==> src/rtl/spt_pkg.sv <==
package spt_pkg;
	// parameter offsets
	localparam logic [7:0] OFS_NEW_BUS_ADDRESS  = 8'h00;
	localparam logic [7:0] OFS_CHANNEL_ENABLE   = 8'h01;
	localparam logic [7:0] OFS_LED_SEL_CH1_CH2  = 8'h02;
	localparam logic [7:0] OFS_LED_SEL_CH3      = 8'h03;
	localparam logic [7:0] OFS_PROX_ALIGNMENT   = 8'h05;
	localparam logic [7:0] OFS_AMB_HISTORY      = 8'h19;
	localparam logic [7:0] OFS_CONV_OFFSET      = 8'h1A;
	localparam logic [7:0] OFS_RESERVED_1B      = 8'h1B;
	localparam logic [7:0] OFS_LED_RECOVERY     = 8'h1C;
	localparam logic [7:0] OFS_IR_CONV_COUNTER  = 8'h1D;
	localparam logic [7:0] OFS_IR_CONV_GAIN     = 8'h1E;
	localparam logic [7:0] OFS_IR_CONV_MISC     = 8'h1F;

	// reset values
	localparam logic [7:0] RST_NEW_BUS_ADDRESS  = 8'h00;
	localparam logic [7:0] RST_CHANNEL_ENABLE   = 8'h00;
	localparam logic [7:0] RST_LED_SEL_CH1_CH2  = 8'h21;
	localparam logic [7:0] RST_LED_SEL_CH3      = 8'h04;
	localparam logic [7:0] RST_PROX_ALIGNMENT   = 8'h00;
	localparam logic [7:0] RST_OTHER            = 8'h00;
	localparam logic [6:0] RST_BUS_ADDRESS      = 7'h5A;

	// writable-bit masks, reserved bits read as zero
	localparam logic [7:0] MSK_CHANNEL_ENABLE   = 8'h77;
	localparam logic [7:0] MSK_LED_SEL_CH1_CH2  = 8'h77;
	localparam logic [7:0] MSK_LED_SEL_CH3      = 8'h07;
	localparam logic [7:0] MSK_PROX_ALIGNMENT   = 8'h70;
	localparam logic [7:0] MSK_IR_CONV_COUNTER  = 8'h70;
	localparam logic [7:0] MSK_FULL             = 8'hFF;

	// field positions
	localparam int POS_PROX_ONE_ON     = 0;
	localparam int POS_PROX_TWO_ON     = 1;
	localparam int POS_PROX_THREE_ON   = 2;
	localparam int POS_AMB_VISIBLE_ON  = 4;
	localparam int POS_AMB_INFRARED_ON = 5;
	localparam int POS_AUX_ON          = 6;
	localparam int POS_PROX_ONE_LED    = 0;
	localparam int POS_PROX_TWO_LED    = 4;
	localparam int POS_PROX_THREE_LED  = 0;
	localparam int POS_PROX_ONE_LOW    = 4;
	localparam int POS_PROX_TWO_LOW    = 5;
	localparam int POS_PROX_THREE_LOW  = 6;

	localparam int CONV_W = 17;
	localparam int RES_W  = 16;

	typedef enum logic [1:0] {
		SPT_CMD_NONE   = 2'b00,
		SPT_CMD_READ   = 2'b01,
		SPT_CMD_WRITE  = 2'b10,
		SPT_CMD_BUSADR = 2'b11
	} spt_cmd_t;

	// command request from the command decoder
	typedef struct packed {
		spt_cmd_t   cmd;
		logic [7:0] ofs;
		logic [7:0] data;
	} spt_req_t;

	// per-channel settings handed to the sequencer
	typedef struct packed {
		logic       on;
		logic [2:0] led;
		logic       low_bits;
	} spt_prox_cfg_t;
endpackage : spt_pkg

==> src/rtl/spt_align.sv <==
`timescale 1ns/1ps
module spt_align (
	// conversion in
	input  wire logic [16:0] i_conv,
	input  wire logic        i_low_bits,
	// result out
	output logic      [15:0] o_result
);
	// 17-bit conversion squeezed into 16 bits
	assign o_result = i_low_bits ? i_conv[15:0] : i_conv[16:1];
endmodule : spt_align

==> src/rtl/spt_param_table.sv <==
`timescale 1ns/1ps
// Behaviour
// - new address applies only on address-change command
// - bit 6 runs auxiliary channel
// - bit 5 runs ambient infrared channel
// - bit 4 runs ambient visible channel
// - bits 0-2 enable proximity one to three
// - channel one LED field bits 2:0
// - channel two LED field bits 6:4
// - channel three LED field separate, bits 2:0
// - shared LED select resets to 0x21
// - channel three LED select resets to 0x04
// - 16-bit result, upper or lower bits
// - alignment bits 6,5,4 cleared at reset
// - parameters reached only via query/set commands
module spt_param_table (
	// clock and reset
	input  wire logic                   i_core_clk,
	input  wire logic                   i_rst_b,
	// command port
	input  wire spt_pkg::spt_req_t      i_req,
	output logic                        o_rd_valid,
	output logic [7:0]                  o_rd_data,
	// bus address in use
	output logic [6:0]                  o_bus_address,
	// sequencer view
	output logic                        o_aux_on,
	output logic                        o_amb_infrared_on,
	output logic                        o_amb_visible_on,
	output spt_pkg::spt_prox_cfg_t      o_prox_one,
	output spt_pkg::spt_prox_cfg_t      o_prox_two,
	output spt_pkg::spt_prox_cfg_t      o_prox_three,
	output logic [7:0]                  o_amb_history,
	output logic [7:0]                  o_conv_offset,
	output logic [7:0]                  o_led_recovery,
	output logic [7:0]                  o_ir_conv_counter,
	output logic [7:0]                  o_ir_conv_gain,
	output logic [7:0]                  o_ir_conv_misc,
	// proximity conversions
	input  wire logic                   i_prox_done,
	input  wire logic [1:0]             i_prox_chan,
	input  wire logic [16:0]            i_prox_conv,
	output logic [15:0]                 o_prox_one_result,
	output logic [15:0]                 o_prox_two_result,
	output logic [15:0]                 o_prox_three_result,
	output logic                        o_no_channel
);
	logic [7:0]  new_bus_address_r;
	logic [7:0]  channel_enable_list_r;
	logic [7:0]  led_select_ch1_ch2_r;
	logic [7:0]  led_select_ch3_r;
	logic [7:0]  proximity_result_alignment_r;
	logic [7:0]  amb_history_r;
	logic [7:0]  conv_offset_r;
	logic [7:0]  led_recovery_r;
	logic [7:0]  ir_counter_r;
	logic [7:0]  ir_gain_r;
	logic [7:0]  ir_misc_r;
	logic [6:0]  bus_address_r;
	logic [15:0] aligned;
	logic        sel_low;
	logic        wr;
	logic [7:0]  rd_nxt;

	function automatic logic hit(input logic [7:0] ofs);
		hit = wr && (i_req.ofs == ofs);
	endfunction : hit

	// only the query/set path reaches the table, no direct bus map
	assign wr = (i_req.cmd == spt_pkg::SPT_CMD_WRITE);

	always_ff @(posedge i_core_clk or negedge i_rst_b) begin
		if (!i_rst_b) begin
			new_bus_address_r <= spt_pkg::RST_NEW_BUS_ADDRESS;
		end else if (hit(spt_pkg::OFS_NEW_BUS_ADDRESS)) begin
			new_bus_address_r <= i_req.data;
		end
	end

	// stored address waits for the change command; 7-bit bus uses low bits
	always_ff @(posedge i_core_clk or negedge i_rst_b) begin
		if (!i_rst_b) begin
			bus_address_r <= spt_pkg::RST_BUS_ADDRESS;
		end else if (i_req.cmd == spt_pkg::SPT_CMD_BUSADR) begin
			bus_address_r <= new_bus_address_r[6:0];
		end
	end

	// reserved bits masked off so they never reach the sequencer
	always_ff @(posedge i_core_clk or negedge i_rst_b) begin
		if (!i_rst_b) begin
			channel_enable_list_r <= spt_pkg::RST_CHANNEL_ENABLE;
		end else if (hit(spt_pkg::OFS_CHANNEL_ENABLE)) begin
			channel_enable_list_r <= i_req.data & spt_pkg::MSK_CHANNEL_ENABLE;
		end
	end

	always_ff @(posedge i_core_clk or negedge i_rst_b) begin
		if (!i_rst_b) begin
			led_select_ch1_ch2_r <= spt_pkg::RST_LED_SEL_CH1_CH2;
			led_select_ch3_r     <= spt_pkg::RST_LED_SEL_CH3;
		end else begin
			if (hit(spt_pkg::OFS_LED_SEL_CH1_CH2)) begin
				led_select_ch1_ch2_r <= i_req.data & spt_pkg::MSK_LED_SEL_CH1_CH2;
			end
			if (hit(spt_pkg::OFS_LED_SEL_CH3)) begin
				led_select_ch3_r <= i_req.data & spt_pkg::MSK_LED_SEL_CH3;
			end
		end
	end

	always_ff @(posedge i_core_clk or negedge i_rst_b) begin
		if (!i_rst_b) begin
			proximity_result_alignment_r <= spt_pkg::RST_PROX_ALIGNMENT;
		end else if (hit(spt_pkg::OFS_PROX_ALIGNMENT)) begin
			proximity_result_alignment_r <= i_req.data & spt_pkg::MSK_PROX_ALIGNMENT;
		end
	end

	// upper map; reset values not given, zero chosen
	always_ff @(posedge i_core_clk or negedge i_rst_b) begin
		if (!i_rst_b) begin
			amb_history_r  <= spt_pkg::RST_OTHER;
			conv_offset_r  <= spt_pkg::RST_OTHER;
			led_recovery_r <= spt_pkg::RST_OTHER;
			ir_counter_r   <= spt_pkg::RST_OTHER;
			ir_gain_r      <= spt_pkg::RST_OTHER;
			ir_misc_r      <= spt_pkg::RST_OTHER;
		end else begin
			if (hit(spt_pkg::OFS_AMB_HISTORY)) begin
				amb_history_r <= i_req.data;
			end
			if (hit(spt_pkg::OFS_CONV_OFFSET)) begin
				conv_offset_r <= i_req.data;
			end
			if (hit(spt_pkg::OFS_LED_RECOVERY)) begin
				led_recovery_r <= i_req.data;
			end
			if (hit(spt_pkg::OFS_IR_CONV_COUNTER)) begin
				ir_counter_r <= i_req.data & spt_pkg::MSK_IR_CONV_COUNTER;
			end
			if (hit(spt_pkg::OFS_IR_CONV_GAIN)) begin
				ir_gain_r <= i_req.data;
			end
			if (hit(spt_pkg::OFS_IR_CONV_MISC)) begin
				ir_misc_r <= i_req.data;
			end
		end
	end
	// offset 0x1B has no storage: host keeps it at zero, reads return zero

	always_comb begin
		case (i_req.ofs)
			spt_pkg::OFS_NEW_BUS_ADDRESS: rd_nxt = new_bus_address_r;
			spt_pkg::OFS_CHANNEL_ENABLE:  rd_nxt = channel_enable_list_r;
			spt_pkg::OFS_LED_SEL_CH1_CH2: rd_nxt = led_select_ch1_ch2_r;
			spt_pkg::OFS_LED_SEL_CH3:     rd_nxt = led_select_ch3_r;
			spt_pkg::OFS_PROX_ALIGNMENT:  rd_nxt = proximity_result_alignment_r;
			spt_pkg::OFS_AMB_HISTORY:     rd_nxt = amb_history_r;
			spt_pkg::OFS_CONV_OFFSET:     rd_nxt = conv_offset_r;
			spt_pkg::OFS_LED_RECOVERY:    rd_nxt = led_recovery_r;
			spt_pkg::OFS_IR_CONV_COUNTER: rd_nxt = ir_counter_r;
			spt_pkg::OFS_IR_CONV_GAIN:    rd_nxt = ir_gain_r;
			spt_pkg::OFS_IR_CONV_MISC:    rd_nxt = ir_misc_r;
			default:                      rd_nxt = 8'h00;
		endcase
	end

	always_ff @(posedge i_core_clk or negedge i_rst_b) begin
		if (!i_rst_b) begin
			o_rd_valid <= 1'b0;
			o_rd_data  <= 8'h00;
		end else begin
			o_rd_valid <= (i_req.cmd == spt_pkg::SPT_CMD_READ);
			if (i_req.cmd == spt_pkg::SPT_CMD_READ) begin
				o_rd_data <= rd_nxt;
			end
		end
	end

	// registered sequencer view, one cycle after the table
	always_ff @(posedge i_core_clk or negedge i_rst_b) begin
		if (!i_rst_b) begin
			o_aux_on          <= 1'b0;
			o_amb_infrared_on <= 1'b0;
			o_amb_visible_on  <= 1'b0;
			o_prox_one        <= '0;
			o_prox_two        <= '0;
			o_prox_three      <= '0;
			o_no_channel      <= 1'b1;
		end else begin
			o_aux_on          <= channel_enable_list_r[spt_pkg::POS_AUX_ON];
			o_amb_infrared_on <= channel_enable_list_r[spt_pkg::POS_AMB_INFRARED_ON];
			o_amb_visible_on  <= channel_enable_list_r[spt_pkg::POS_AMB_VISIBLE_ON];
			o_prox_one.on     <= channel_enable_list_r[spt_pkg::POS_PROX_ONE_ON];
			o_prox_two.on     <= channel_enable_list_r[spt_pkg::POS_PROX_TWO_ON];
			o_prox_three.on   <= channel_enable_list_r[spt_pkg::POS_PROX_THREE_ON];
			o_prox_one.led    <= led_select_ch1_ch2_r[spt_pkg::POS_PROX_ONE_LED +: 3];
			o_prox_two.led    <= led_select_ch1_ch2_r[spt_pkg::POS_PROX_TWO_LED +: 3];
			o_prox_three.led  <= led_select_ch3_r[spt_pkg::POS_PROX_THREE_LED +: 3];
			o_prox_one.low_bits   <= proximity_result_alignment_r[spt_pkg::POS_PROX_ONE_LOW];
			o_prox_two.low_bits   <= proximity_result_alignment_r[spt_pkg::POS_PROX_TWO_LOW];
			o_prox_three.low_bits <= proximity_result_alignment_r[spt_pkg::POS_PROX_THREE_LOW];
			// flag only; the sequencer relies on the host having set a channel
			o_no_channel      <= (channel_enable_list_r == 8'h00);
		end
	end

	always_ff @(posedge i_core_clk or negedge i_rst_b) begin
		if (!i_rst_b) begin
			o_bus_address     <= spt_pkg::RST_BUS_ADDRESS;
			o_amb_history     <= 8'h00;
			o_conv_offset     <= 8'h00;
			o_led_recovery    <= 8'h00;
			o_ir_conv_counter <= 8'h00;
			o_ir_conv_gain    <= 8'h00;
			o_ir_conv_misc    <= 8'h00;
		end else begin
			o_bus_address     <= bus_address_r;
			o_amb_history     <= amb_history_r;
			o_conv_offset     <= conv_offset_r;
			o_led_recovery    <= led_recovery_r;
			o_ir_conv_counter <= ir_counter_r;
			o_ir_conv_gain    <= ir_gain_r;
			o_ir_conv_misc    <= ir_misc_r;
		end
	end

	always_comb begin
		case (i_prox_chan)
			2'h1:    sel_low = proximity_result_alignment_r[spt_pkg::POS_PROX_TWO_LOW];
			2'h2:    sel_low = proximity_result_alignment_r[spt_pkg::POS_PROX_THREE_LOW];
			default: sel_low = proximity_result_alignment_r[spt_pkg::POS_PROX_ONE_LOW];
		endcase
	end

	spt_align u_align (
		.i_conv     (i_prox_conv),
		.i_low_bits (sel_low),
		.o_result   (aligned)
	);

	// each result lands only in its own channel's pair, and only if enabled
	always_ff @(posedge i_core_clk or negedge i_rst_b) begin
		if (!i_rst_b) begin
			o_prox_one_result   <= 16'h0000;
			o_prox_two_result   <= 16'h0000;
			o_prox_three_result <= 16'h0000;
		end else if (i_prox_done) begin
			if (i_prox_chan == 2'h0 && channel_enable_list_r[spt_pkg::POS_PROX_ONE_ON]) begin
				o_prox_one_result <= aligned;
			end
			if (i_prox_chan == 2'h1 && channel_enable_list_r[spt_pkg::POS_PROX_TWO_ON]) begin
				o_prox_two_result <= aligned;
			end
			if (i_prox_chan == 2'h2 && channel_enable_list_r[spt_pkg::POS_PROX_THREE_ON]) begin
				o_prox_three_result <= aligned;
			end
		end
	end

	bus_address_change_cmd_held_a: assert property (@(posedge i_core_clk) disable iff (!i_rst_b)
		(i_req.cmd != spt_pkg::SPT_CMD_BUSADR) |=> $stable(bus_address_r))
		else $error("bus address changed without command");
	bus_address_change_cmd_take_a: assert property (@(posedge i_core_clk) disable iff (!i_rst_b)
		(i_req.cmd == spt_pkg::SPT_CMD_BUSADR) |-> ##2 (o_bus_address == $past(new_bus_address_r[6:0], 2)))
		else $error("bus address not taken");
	aux_on_a: assert property (@(posedge i_core_clk) disable iff (!i_rst_b)
		##1 (o_aux_on == $past(channel_enable_list_r[6])))
		else $error("aux enable wrong");
	amb_ir_a: assert property (@(posedge i_core_clk) disable iff (!i_rst_b)
		hit(spt_pkg::OFS_CHANNEL_ENABLE) |-> ##2 (o_amb_infrared_on == $past(i_req.data[5], 2)))
		else $error("infrared enable wrong");
	amb_vis_a: assert property (@(posedge i_core_clk) disable iff (!i_rst_b)
		hit(spt_pkg::OFS_CHANNEL_ENABLE) |-> ##2 (o_amb_visible_on == $past(i_req.data[4], 2)))
		else $error("visible enable wrong");
	prox_en_a: assert property (@(posedge i_core_clk) disable iff (!i_rst_b)
		hit(spt_pkg::OFS_CHANNEL_ENABLE) |-> ##2
		({o_prox_three.on, o_prox_two.on, o_prox_one.on} == $past(i_req.data[2:0], 2)))
		else $error("proximity enable wrong");
	led_two_a: assert property (@(posedge i_core_clk) disable iff (!i_rst_b)
		hit(spt_pkg::OFS_LED_SEL_CH1_CH2) |-> ##2
		(o_prox_two.led == $past(i_req.data[6:4], 2) && o_prox_one.led == $past(i_req.data[2:0], 2)))
		else $error("led select wrong");
	led_three_a: assert property (@(posedge i_core_clk) disable iff (!i_rst_b)
		hit(spt_pkg::OFS_LED_SEL_CH3) |-> ##2 (o_prox_three.led == $past(i_req.data[2:0], 2)))
		else $error("channel three led wrong");
	align_res_a: assert property (@(posedge i_core_clk) disable iff (!i_rst_b)
		(i_prox_done && i_prox_chan == 2'h0 && channel_enable_list_r[0]) |=>
		(o_prox_one_result == ($past(proximity_result_alignment_r[4]) ?
		$past(i_prox_conv[15:0]) : $past(i_prox_conv[16:1]))))
		else $error("result alignment wrong");
	rsvd_zero_a: assert property (@(posedge i_core_clk) disable iff (!i_rst_b)
		(i_req.cmd == spt_pkg::SPT_CMD_READ && i_req.ofs == spt_pkg::OFS_RESERVED_1B) |=> (o_rd_data == 8'h00))
		else $error("reserved read not zero");
endmodule : spt_param_table

==> config.mk <==
export PLATFORM = sky130hd
export DESIGN_NAME = spt_param_table
export DESIGN_NICKNAME = d
export VERILOG_FILES = /design/src/rtl/spt_pkg.sv /design/src/rtl/spt_align.sv /design/src/rtl/spt_param_table.sv
export SDC_FILE = /design/constraint.sdc
export NUM_CORES = 1
export LEC_CHECK = 0
export BUFFER_PORTS_ARGS = -buffer_cell sky130_fd_sc_hd__buf_2
export CORE_MARGIN = 8
export CORE_UTILIZATION = 50
export CTS_BUF_LIST = sky130_fd_sc_hd__clkbuf_2
export DETAILED_ROUTE_END_ITERATION = 6
export PLACE_DENSITY = 0.8
export REMOVE_ABC_BUFFERS = 1
export SYNTH_ARGS = -nofsm -noshare
export SYNTH_HDL_FRONTEND = slang
export SYNTH_SLANG_ARGS = --single-unit
==> constraint.sdc <==
create_clock -name i_core_clk -period 2.3 [get_ports i_core_clk]
set_input_delay 0.23 -clock i_core_clk [delete_from_list [all_inputs] [get_ports i_core_clk]]
set_output_delay 0.23 -clock i_core_clk [all_outputs]
set_load 0.02 [all_outputs]
==> out/qor.yml, run 1 <==
synth:
  synth_edf_count: 0
  syn-cell-area_um2: 7717
  synth_async_sr_flop_share: 1.000
  yosys_warnings: 0
  avgSynthCellArea_um2: 13.49
  syn_inst: 572
  seq_area_frac_synth: 0.6569
  ys_ff_latch: 202
  ys.flop_type: "dfrtp_1"
  synth_cell_types: 48
global_route:
  grt_use_total: 0.2070
  grt_remaining_overflow: 0
  antenna_found_initial: 1
  grt_pass1_vias: 5959
  grt_pass1_wl_um: 32350
  grt_max_degree: 59
detailed_routing:
  routed.top_layer: "met5"
  drt_pass1_iterations: 5
  drc: 0
  wl_met3_um: 1870
  drt_wl_total_um: 20310
  ant_nets: 0
  wl_met2_um: 9800
  vias_per_cell: 5.408
  wire_per_inst_um: 19.86
  num_vias: 5532
  met1Wirelength_um: 8243
  first_iter_violations: 366
pwr:
  p_sw_w: 0.001872
  p_seq_frac: 0.562
  ir_drop_v: 0.0004269
  clock_power_share: 0.340
  p_leak_nw: 5.109
  internal_power_w: 0.004804
  power.share.switching: 0.2804
  powerDensity_nw_per_um2: 707.4
  p_comb_frac: 0.097
  total_power_w: 0.006676
timing:
  drv_slew: 0
  worst_pin_slew_ps: 1094
  timing.fmax_mhz: 504.8
  setup_viol: 0
  rsz0062_at_grt: "false"
  hold_viol: 0
  relSlewSlack: 0.2709
  tns_ps: 0
  fin_skew_ps: 51.14
  min_period_ps: 1981
  period_share: 0.8613
clocking:
  numCtsBuffers: 48
  clk_pin_slew_ps: 110
  cts_tree: "done"
  clock_path_buffers: 3
  htree_num_levels: 2
  cts_resized: 0
  clkSinkCount: 202
  clkLatencyLatePin_ps: 750
  root_buffer: "clkbuf_2"
flow_run:
  cap_violations: 0
setup_path:
  critPathKind: "flop to flop"
  cp-start-kind: "flop"
  arrival_ps: 2570
  cp_slowest_cell: "o21ai_2"
  timing.rr.start: "proximity_result_alignment_r[4]$_DFFE_PN0P_"
  reg2reg_depth: 3
  worstPathRequired_ps: 2890
  max_stage_delay_ps: 860
  cp_top_family: "compound AO/OA/AOI/OAI gates"
  rrSetupSlack_ps: 320
  endpoint_kind: "flop"
  critPathMaxFanout: 16
  r2r_end: "o_prox_two_result[10]$_DFFE_PN0P_"
  path_cells: "o21ai_2, mux2i_1, o21ai_0"
  crit_buf_inv: 0
die:
  die_h_um: 140.2
  io_pins: 171
  die_w_um: 140.2
  dieArea_um2: 19670
  start_util: 0.5095
  core_region_area_um2: 15150
  rows: 45
placed_design:
  gp_congestion: 0.8946
  dp_hpwl_um: 14130
  portBuffers: 165
  place_area_um2: 8706
  dp_cells: 908
finish:
  final_nets: 841
  final_cells: 1023
  diodes: 0
  finalInstanceArea_um2: 9438
  syn_to_final_growth_pct: 22.29
  drive_above_1_share: 0.4192
  final_core_util: 0.6231
min_path:
  hold_path.class: "input pin to flop"
  holdPathStages: 3
  min_from: "i_req[17]"
  whs_endpoint: "bus_address_r[3]$_DFFE_PN1N_"
run_status:
  status: "complete, no violations"
-- cells in the mapped netlist, drive strengths merged, types with 2 or more instances --
library cell	number	area (um^2)
and3	4	25.02
ha	3	37.54
a31oi	3	18.77
a22oi	14	105.1
mux2i	25	250.2
nor4b	2	17.52
nor2b	5	31.28
a211oi	3	22.52
dfrtp	190	4755
inv	3	11.26
dfstp	12	315.3
mux2	77	867.1
nand3	15	90.09
o21ai	61	309.0
nand2	69	261.5
a32oi	2	17.52
a221oi	5	43.79
clkbuf	13	48.80
buf	21	170.2
a22o	3	26.28
and2	4	25.02
nor2	7	26.28
nor3	12	98.85
o32ai	3	26.28
or3	2	12.51
-- flip-flops by register name (all words and copies together), names as in the netlist, 5 cells and up --
signal,flops
o_prox_one_result,16
o_prox_three_result,16
o_prox_two_result,16
amb_history_r,8
conv_offset_r,8
ir_gain_r,8
ir_misc_r,8
led_recovery_r,8
new_bus_address_r,8
o_amb_history,8
o_conv_offset,8
o_ir_conv_gain,8
o_ir_conv_misc,8
o_led_recovery,8
o_rd_data,8
bus_address_r,7
o_bus_address,7
channel_enable_list_r,6
led_select_ch1_ch2_r,6
o_prox_one,5
o_prox_three,5
o_prox_two,5
-- logic make-up (layout without fill, tap and decap cells) --
family / after synthesis / in the layout / share of synthesized area
muxes: 102 / 102 / 0.1448
DFF: 202 / 202 / 0.6569
other: 1 / 5 / 0.0004859
xor gates and xnor gates: 1 / 1 / 0.001135
buffers and inverters: 37 / 296 / 0.02983
AOI/OAI and AO/OA: 102 / 102 / 0.08188
adders and majority gates: 3 / 3 / 0.004864
and+or+nand+nor: 124 / 124 / 0.08009
-- worst register-to-register path, stage by stage, from the launching register on --
cell	delay, ps
dfrtp_1	450
o21ai_2	860
mux2i_1	370
o21ai_0	150
-- placed cells by master (no fill, tap or decap), types with 4 or more instances in the layout --
master	netlist	final
buf_4	5	11
conb_1	1	5
nand3_1	12	12
clkbuf_2	0	66
dfrtp_1	190	190
nor2_1	7	7
clkinv_1	0	14
clkinv_2	0	5
buf_2	4	164
dfstp_2	12	12
nor3_1	8	8
o21ai_0	59	59
mux2_2	77	77
nor2b_1	5	5
a221oi_1	5	5
and2_1	4	4
dlygate4sd3_1	0	27
nand2_1	68	68
mux2i_1	25	25
and3_1	4	4
a22oi_1	14	14
-- area by class of cell --
type	instances	area (um^2)
clock buffer	66	330.3
clock inverter	21	111.4
fill	1199	5708
sequential	202	5070
inverter	3	11.26
timing repair buffer	206	1247
multi-input combinational	337	2432
tap	188	235.2
-- power groups by stage --
stage                     clock, W  combinational, W  sequential (W)
after floorplan                  0          0.000177         0.00391
after global placement           0          0.000589         0.00381
after detailed placement         0          0.000609         0.00382
after CTS                  0.00235          0.000653         0.00375
after global routing       0.00253          0.000706         0.00377
final                      0.00227          0.000648         0.00375
-- worst max path at each step --
stage	startpoint	end	cells after the start
2_1_floorplan	i_req[13]	ir_misc_r[0]$_DFFE_PN0P_	4
3_3_place_gp	i_req[10]	new_bus_address_r[3]$_DFFE_PN0P_	5
3_5_place_dp	i_req[10]	new_bus_address_r[1]$_DFFE_PN0P_	5
4_1_cts	proximity_result_alignment_r[4]$_DFFE_PN0P_	o_prox_two_result[10]$_DFFE_PN0P_	3
5_1_grt	proximity_result_alignment_r[4]$_DFFE_PN0P_	o_prox_two_result[11]$_DFFE_PN0P_	3
6_report	proximity_result_alignment_r[4]$_DFFE_PN0P_	o_prox_two_result[10]$_DFFE_PN0P_	3
-- metal layers --
metal  global-route usage  vias up
met5                    0        -
li1                     -     2496
met1               0.2519     2735
met3              0.07373       39
met2               0.3378      260
met4              0.06743        2
-- metrics by stage --
step,worst slack [ps],hold slack (ps)
3_5_place_dp,-7.893,249.6
2_1_floorplan,476.8,-65.59
5_1_grt,198.2,16.83
3_3_place_gp,26.48,241.6
6_report,319.0,50.07
4_1_cts,342.0,1.092
-- what timing repair did --
| action | CTS | global route |
|---|---|---|
| setup buffers | 0 | 0 |
| endpoints found under the hold margin | 315 | 0 |
| setup endpoints to repair | 0 | 0 |
| hold buffers | 28 | 0 |
Power figures use the tool's default switching activity.
==> inputs of run 2 (changes only) <==
--- a/config.mk
+++ b/config.mk
@@ -10,6 +10,7 @@
 export CORE_UTILIZATION = 50
 export CTS_BUF_LIST = sky130_fd_sc_hd__clkbuf_2
 export DETAILED_ROUTE_END_ITERATION = 6
+export GPL_TIMING_DRIVEN = 0
 export PLACE_DENSITY = 0.8
 export REMOVE_ABC_BUFFERS = 1
 export SYNTH_ARGS = -nofsm -noshare
==> run 2 against run 1 <==
Against the previous run: clock power shrank 3%; setup slack lost 190 ps; clock skew up 40 ps; final area decreased by 0.86%; largest cell class unchanged.
==> out/qor.yml, run 2 (synthesis results as in run 1) <==
clocking:
  cts_tree: "done"
  clkLatencyLatePin_ps: 810
  clk_pin_slew_ps: 120
  clock_path_buffers: 3
  clkSinkCount: 202
  root_buffer: "clkbuf_2"
  post_cts_buffers: 0
  numCtsBuffers: 50
  htree_num_levels: 2
setup_path:
  worstPathRequired_ps: 2930
  max_stage_delay_ps: 700
  cp-start-kind: "input pin"
  endpoint_kind: "flop"
  crit_top_cell: "nor3_4"
  cp_slowest_cell: "nor3_4"
  arrival_ps: 2800
  path_cells: "dlygate4sd3_1, buf_2, nor3_4, nand3_1, nor3_4, mux2_2"
  timing.rr.start: "proximity_result_alignment_r[4]$_DFFE_PN0P_"
  rrSetupSlack_ps: 410
  critPathKind: "input pin to flop"
  critPathMaxFanout: 13
  reg2reg_depth: 3
  r2r_end: "o_prox_two_result[8]$_DFFE_PN0P_"
finish:
  layout_commonest_cell: "dfrtp_1"
  final_cell_mix: "dfrtp_1, buf_2, mux2_2, nand2_1, clkbuf_2"
  drive_above_1_share: 0.4056
  syn_to_final_growth_pct: 21.24
  diodes: 0
  final_nets: 833
  final_cells: 1014
  finalInstanceArea_um2: 9356
  reg.largest.list: "o_prox_one_result x16, o_prox_three_result x16, o_prox_two_result x16"
detailed_routing:
  drc: 0
  drt_wl_total_um: 19760
  ant_nets: 0
  vias_per_cell: 5.477
  wire_per_inst_um: 19.48
  num_vias: 5554
  drt_pass1_iterations: 5
  first_iter_violations: 326
placed_design:
  dp_hpwl_um: 13650
  place_area_um2: 8612
  gp_congestion: 0.8549
  dp_cells: 896
  portBuffers: 165
  place_ws_ps: -341.3
timing:
  timing.fmax_mhz: 461.2
  hold_viol: 0
  rsz0062_at_grt: "false"
  drv_slew: 0
  min_period_ps: 2168
  fin_skew_ps: 90.92
  setup_slack_ps: 131.6
  worst_pin_slew_ps: 1103
  setup_viol: 0
  period_share: 0.9428
  fin_hold_ws_ps: 46.64
  relSlewSlack: 0.2623
global_route:
  grt_max_degree: 105
  grt_use_total: 0.2020
  grt_pass1_vias: 6055
  antenna_found_initial: 0
  grt_remaining_overflow: 0
  grt_pass1_wl_um: 31830
die:
  die_w_um: 140.2
  rows: 45
  dieArea_um2: 19670
  io_pins: 171
  start_util: 0.5095
  core_region_area_um2: 15150
  die_h_um: 140.2
pwr:
  power.share.switching: 0.2886
  p_leak_nw: 5.055
  ir_drop_v: 0.0003768
  clock_power_share: 0.335
  p_seq_frac: 0.569
  internal_power_w: 0.004693
  p_sw_w: 0.001904
  p_comb_frac: 0.097
  total_power_w: 0.006597
  powerDensity_nw_per_um2: 705.0
min_path:
  holdPathStages: 6
  min_from: "i_req[13]"
  hold_path.class: "input pin to flop"
  whs_endpoint: "o_rd_data[3]$_DFFE_PN0P_"
run_status:
  status: "complete, no violations"
flow_run:
  cap_violations: 0
## run 2: cell types whose count changed in the layout (fill, tap and decap cells not counted), sizes merged
cell         before  now
dlygate4sd3      27   30
inv               4    3
buf             178  166
bufinv            1    0
clkbuf           67   65
clkinv           19   23
## run 2: repair_timing
action                                  4_1_cts  5_1_grt
resized for setup                             0        2
endpoints found under the setup margin        0       10
hold buffers                                 30        0
hold endpoints to repair                    224        0
## run 2: critical path, delay by kind of cell
family | cells | cell delay (ps)
buf+inv | 2 | 670
mux | 1 | 400
simple gates | 3 | 1490
## run 2: layout make-up
type	instances	area, um^2
Clock buffer	65	325.3
Clock inverter	23	105.1
Fill cell	1194	5789
Inverter	3	11.26
Multi-Input combinational cell	337	2446
Sequential cell	202	5070
Tap cell	188	235.2
Timing Repair Buffer	196	1164
## run 2: through the flow
step	setup TNS, ps	utilization
global route	0	0.6178
floorplan	0	-
global placement	-383540	0.5661
CTS	0	0.6169
finish	0	0.6178
detailed placement	-7300	0.5686
## run 2: worst max-delay path by stage
stage                         start                          end  slack (ps)
final                     i_req[14]     ir_misc_r[7]$_DFFE_PN0P_         130
after global routing      i_req[14]     ir_misc_r[7]$_DFFE_PN0P_         110
after CTS                 i_req[14]     ir_misc_r[5]$_DFFE_PN0P_          30
after detailed placement  i_req[13]     ir_misc_r[2]$_DFFE_PN0P_        -340
after global placement      i_rst_b  o_ir_conv_gain[7]$_DFF_PN0_       -1960
after floorplan           i_req[13]     ir_misc_r[0]$_DFFE_PN0P_         480
## run 2: power groups by stage
stage | logic [W] | registers (W) | clock network [W]
after floorplan | 0.000177 | 0.00391 | 0
after global placement | 0.000570 | 0.00381 | 0
after detailed placement | 0.000601 | 0.00382 | 0
after CTS | 0.000641 | 0.00375 | 0.00228
after global routing | 0.000696 | 0.00377 | 0.00247
final | 0.000637 | 0.00375 | 0.00221
## run 2: layer usage
layer	track usage	up-vias	share of wire
li1	-	2497	-
met1	0.2418	2778	0.40
met2	0.3373	253	0.49
met3	0.06184	26	0.094
met4	0.07543	0	0.017
met5	0	-	0
==> inputs of run 3 (changes only) <==
--- a/config.mk
+++ b/config.mk
@@ -7,11 +7,11 @@
 export LEC_CHECK = 0
 export BUFFER_PORTS_ARGS = -buffer_cell sky130_fd_sc_hd__buf_2
 export CORE_MARGIN = 8
-export CORE_UTILIZATION = 50
+export CORE_UTILIZATION = 45
 export CTS_BUF_LIST = sky130_fd_sc_hd__clkbuf_2
 export DETAILED_ROUTE_END_ITERATION = 6
 export GPL_TIMING_DRIVEN = 0
-export PLACE_DENSITY = 0.8
+export PLACE_DENSITY = 0.74
 export REMOVE_ABC_BUFFERS = 1
 export SYNTH_ARGS = -nofsm -noshare
 export SYNTH_HDL_FRONTEND = slang
==> run 3 against run 2 <==
Against the previous run: die area rose by 9.8%; largest cell class unchanged; flip-flop and latch count did not move; setup slack got worse by 96 ps; hold slack improved by 11 ps; combinational power barely moved; via count fell by 2.0%; sequential share of layout area fell by 0.27 points.
==> out/qor.yml, run 3 (synthesis results as in run 1) <==
detailed_routing:
  vias_per_cell: 5.193
  drt_pass1_iterations: 4
  drt_wl_total_um: 19490
  ant_nets: 0
  first_iter_violations: 350
  num_vias: 5442
  drc: 0
  wire_per_inst_um: 18.60
pwr:
  powerDensity_nw_per_um2: 690.1
  power.share.switching: 0.2850
  p_comb_frac: 0.098
  p_sw_w: 0.001849
  ir_drop_v: 0.0004177
  p_leak_nw: 5.044
  clock_power_share: 0.324
  internal_power_w: 0.004640
  p_seq_frac: 0.578
setup_path:
  crit_top_cell: "dlygate4sd3_1"
  path_cells: "dlygate4sd3_1, buf_2, nor3_4, dlygate4sd3_1, nand2_1, nor2_2, nand3_2, mux2_2"
  rrSetupSlack_ps: 190
  critPathMaxFanout: 8
  cp-start-kind: "input pin"
  max_stage_delay_ps: 690
  arrival_ps: 2900
  endpoint_kind: "flop"
  critPathKind: "input pin to flop"
  cp_slowest_cell: "dlygate4sd3_1"
  worstPathRequired_ps: 2930
global_route:
  grtUsageMet1: 0.2200
  grt_pass1_wl_um: 31320
  met2_usage: 0.2972
  grt_pass1_vias: 5880
  antenna_found_initial: 0
  grt_busiest_layer: "met2"
  grt_max_degree: 117
  grt_remaining_overflow: 0
  met3_usage: 0.06121
  grt_use_total: 0.1808
min_path:
  hold_path.class: "input pin to asynchronous set/reset pin"
flow_run:
  cap_violations: 0
clocking:
  htree_num_levels: 2
  root_buffer: "clkbuf_2"
  clk_pin_slew_ps: 100
  clkSinkCount: 202
  clock_path_buffers: 3
  clkLatencyLatePin_ps: 820
  numCtsBuffers: 47
  cts_tree: "done"
timing:
  setup_viol: 0
  relSlewSlack: 0.2448
  fin_skew_ps: 112.5
  timing.fmax_mhz: 441.6
  fin_hold_ws_ps: 58.07
  drv_slew: 0
  rsz0062_at_grt: "false"
  period_share: 0.9846
  hold_viol: 0
  min_period_ps: 2265
  worst_pin_slew_ps: 1133
die:
  die_w_um: 147.0
  io_pins: 171
  start_util: 0.4525
  die_h_um: 147.0
  rows: 48
  dieArea_um2: 21600
  core_region_area_um2: 17060
finish:
  finalInstanceArea_um2: 9404
  final_cell_mix: "dfrtp_1, buf_2, mux2_2, nand2_1, clkbuf_2"
  reg.largest.list: "o_prox_one_result x16, o_prox_three_result x16, o_prox_two_result x16"
  final_core_util: 0.5514
  syn_to_final_growth_pct: 21.85
  layout_commonest_cell: "dfrtp_1"
  diodes: 0
  drive_above_1_share: 0.4022
  final_nets: 834
placed_design:
  gp_congestion: 0.8408
  dp_hpwl_um: 13240
  portBuffers: 165
  place_area_um2: 8658
run_status:
  status: "complete, no violations"
-- run 3: layer usage --
layer / up-vias / wire length [um]
li1: 2484 / -
met2: 224 / 9252
met5: - / 0
met4: 0 / 329
met3: 28 / 1661
met1: 2706 / 8247
-- run 3: cell type report --
cell class / count / area (um^2)
clock buffer: 61 / 305.3
clock inverter: 20 / 91.34
fill: 1476 / 7652
inverter: 3 / 11.26
multi-input combinational: 337 / 2441
sequential: 202 / 5070
tap: 225 / 281.5
timing repair buffer: 200 / 1204
-- run 3: path summary, 6_finish.rpt --
path	cells after the start	to	start
max in group asynchronous	3	o_rd_valid$_DFF_PN0_	i_rst_b
hold reg to reg	0	o_bus_address[6]$_DFF_PN1_	bus_address_r[6]$_DFFE_PN1N_
setup reg to reg	3	o_prox_one_result[1]$_DFFE_PN0P_	proximity_result_alignment_r[4]$_DFFE_PN0P_
hold / removal	2	o_prox_one_result[2]$_DFFE_PN0P_	i_rst_b
min in group i_core_clk	4	o_rd_data[5]$_DFFE_PN0P_	i_req[10]
setup / recovery	8	ir_gain_r[6]$_DFFE_PN0P_	i_req[14]
-- run 3: power by group through the flow --
stage | logic (W) | clock network (W) | registers, W
2_1_floorplan | 0.000177 | 0 | 0.00391
3_5_place_dp | 0.000599 | 0 | 0.00381
5_1_grt | 0.000700 | 0.00237 | 0.00376
4_1_cts | 0.000644 | 0.00221 | 0.00375
3_3_place_gp | 0.000581 | 0 | 0.00381
6_report | 0.000638 | 0.00210 | 0.00375
-- run 3: repair_timing --
action | CTS | global route
hold buffers | 34 | 0
setup endpoints to repair | 0 | 20
buffers inserted | 0 | 0
gates resized for setup | 0 | 2
endpoints found under the hold margin | 276 | 0
-- run 3: metrics by stage --
stage                     instances  power (W)  setup TNS (ps)  worst slack (ps)
after detailed placement        933   0.004414           -9484            -374.8
after global routing           1048   0.006832               0             49.19
after floorplan                 542   0.004090               0             476.8
after global placement          932   0.004395         -451110             -2284
final                          1048   0.006489               0             35.48
after CTS                      1048   0.006598               0             42.83
-- run 3: worst max-delay path, delay by kind of cell --
kind / cells / cell delay, ps
buffers and inverters: 3 / 1360
and+or+nand+nor: 4 / 910
muxes: 1 / 400
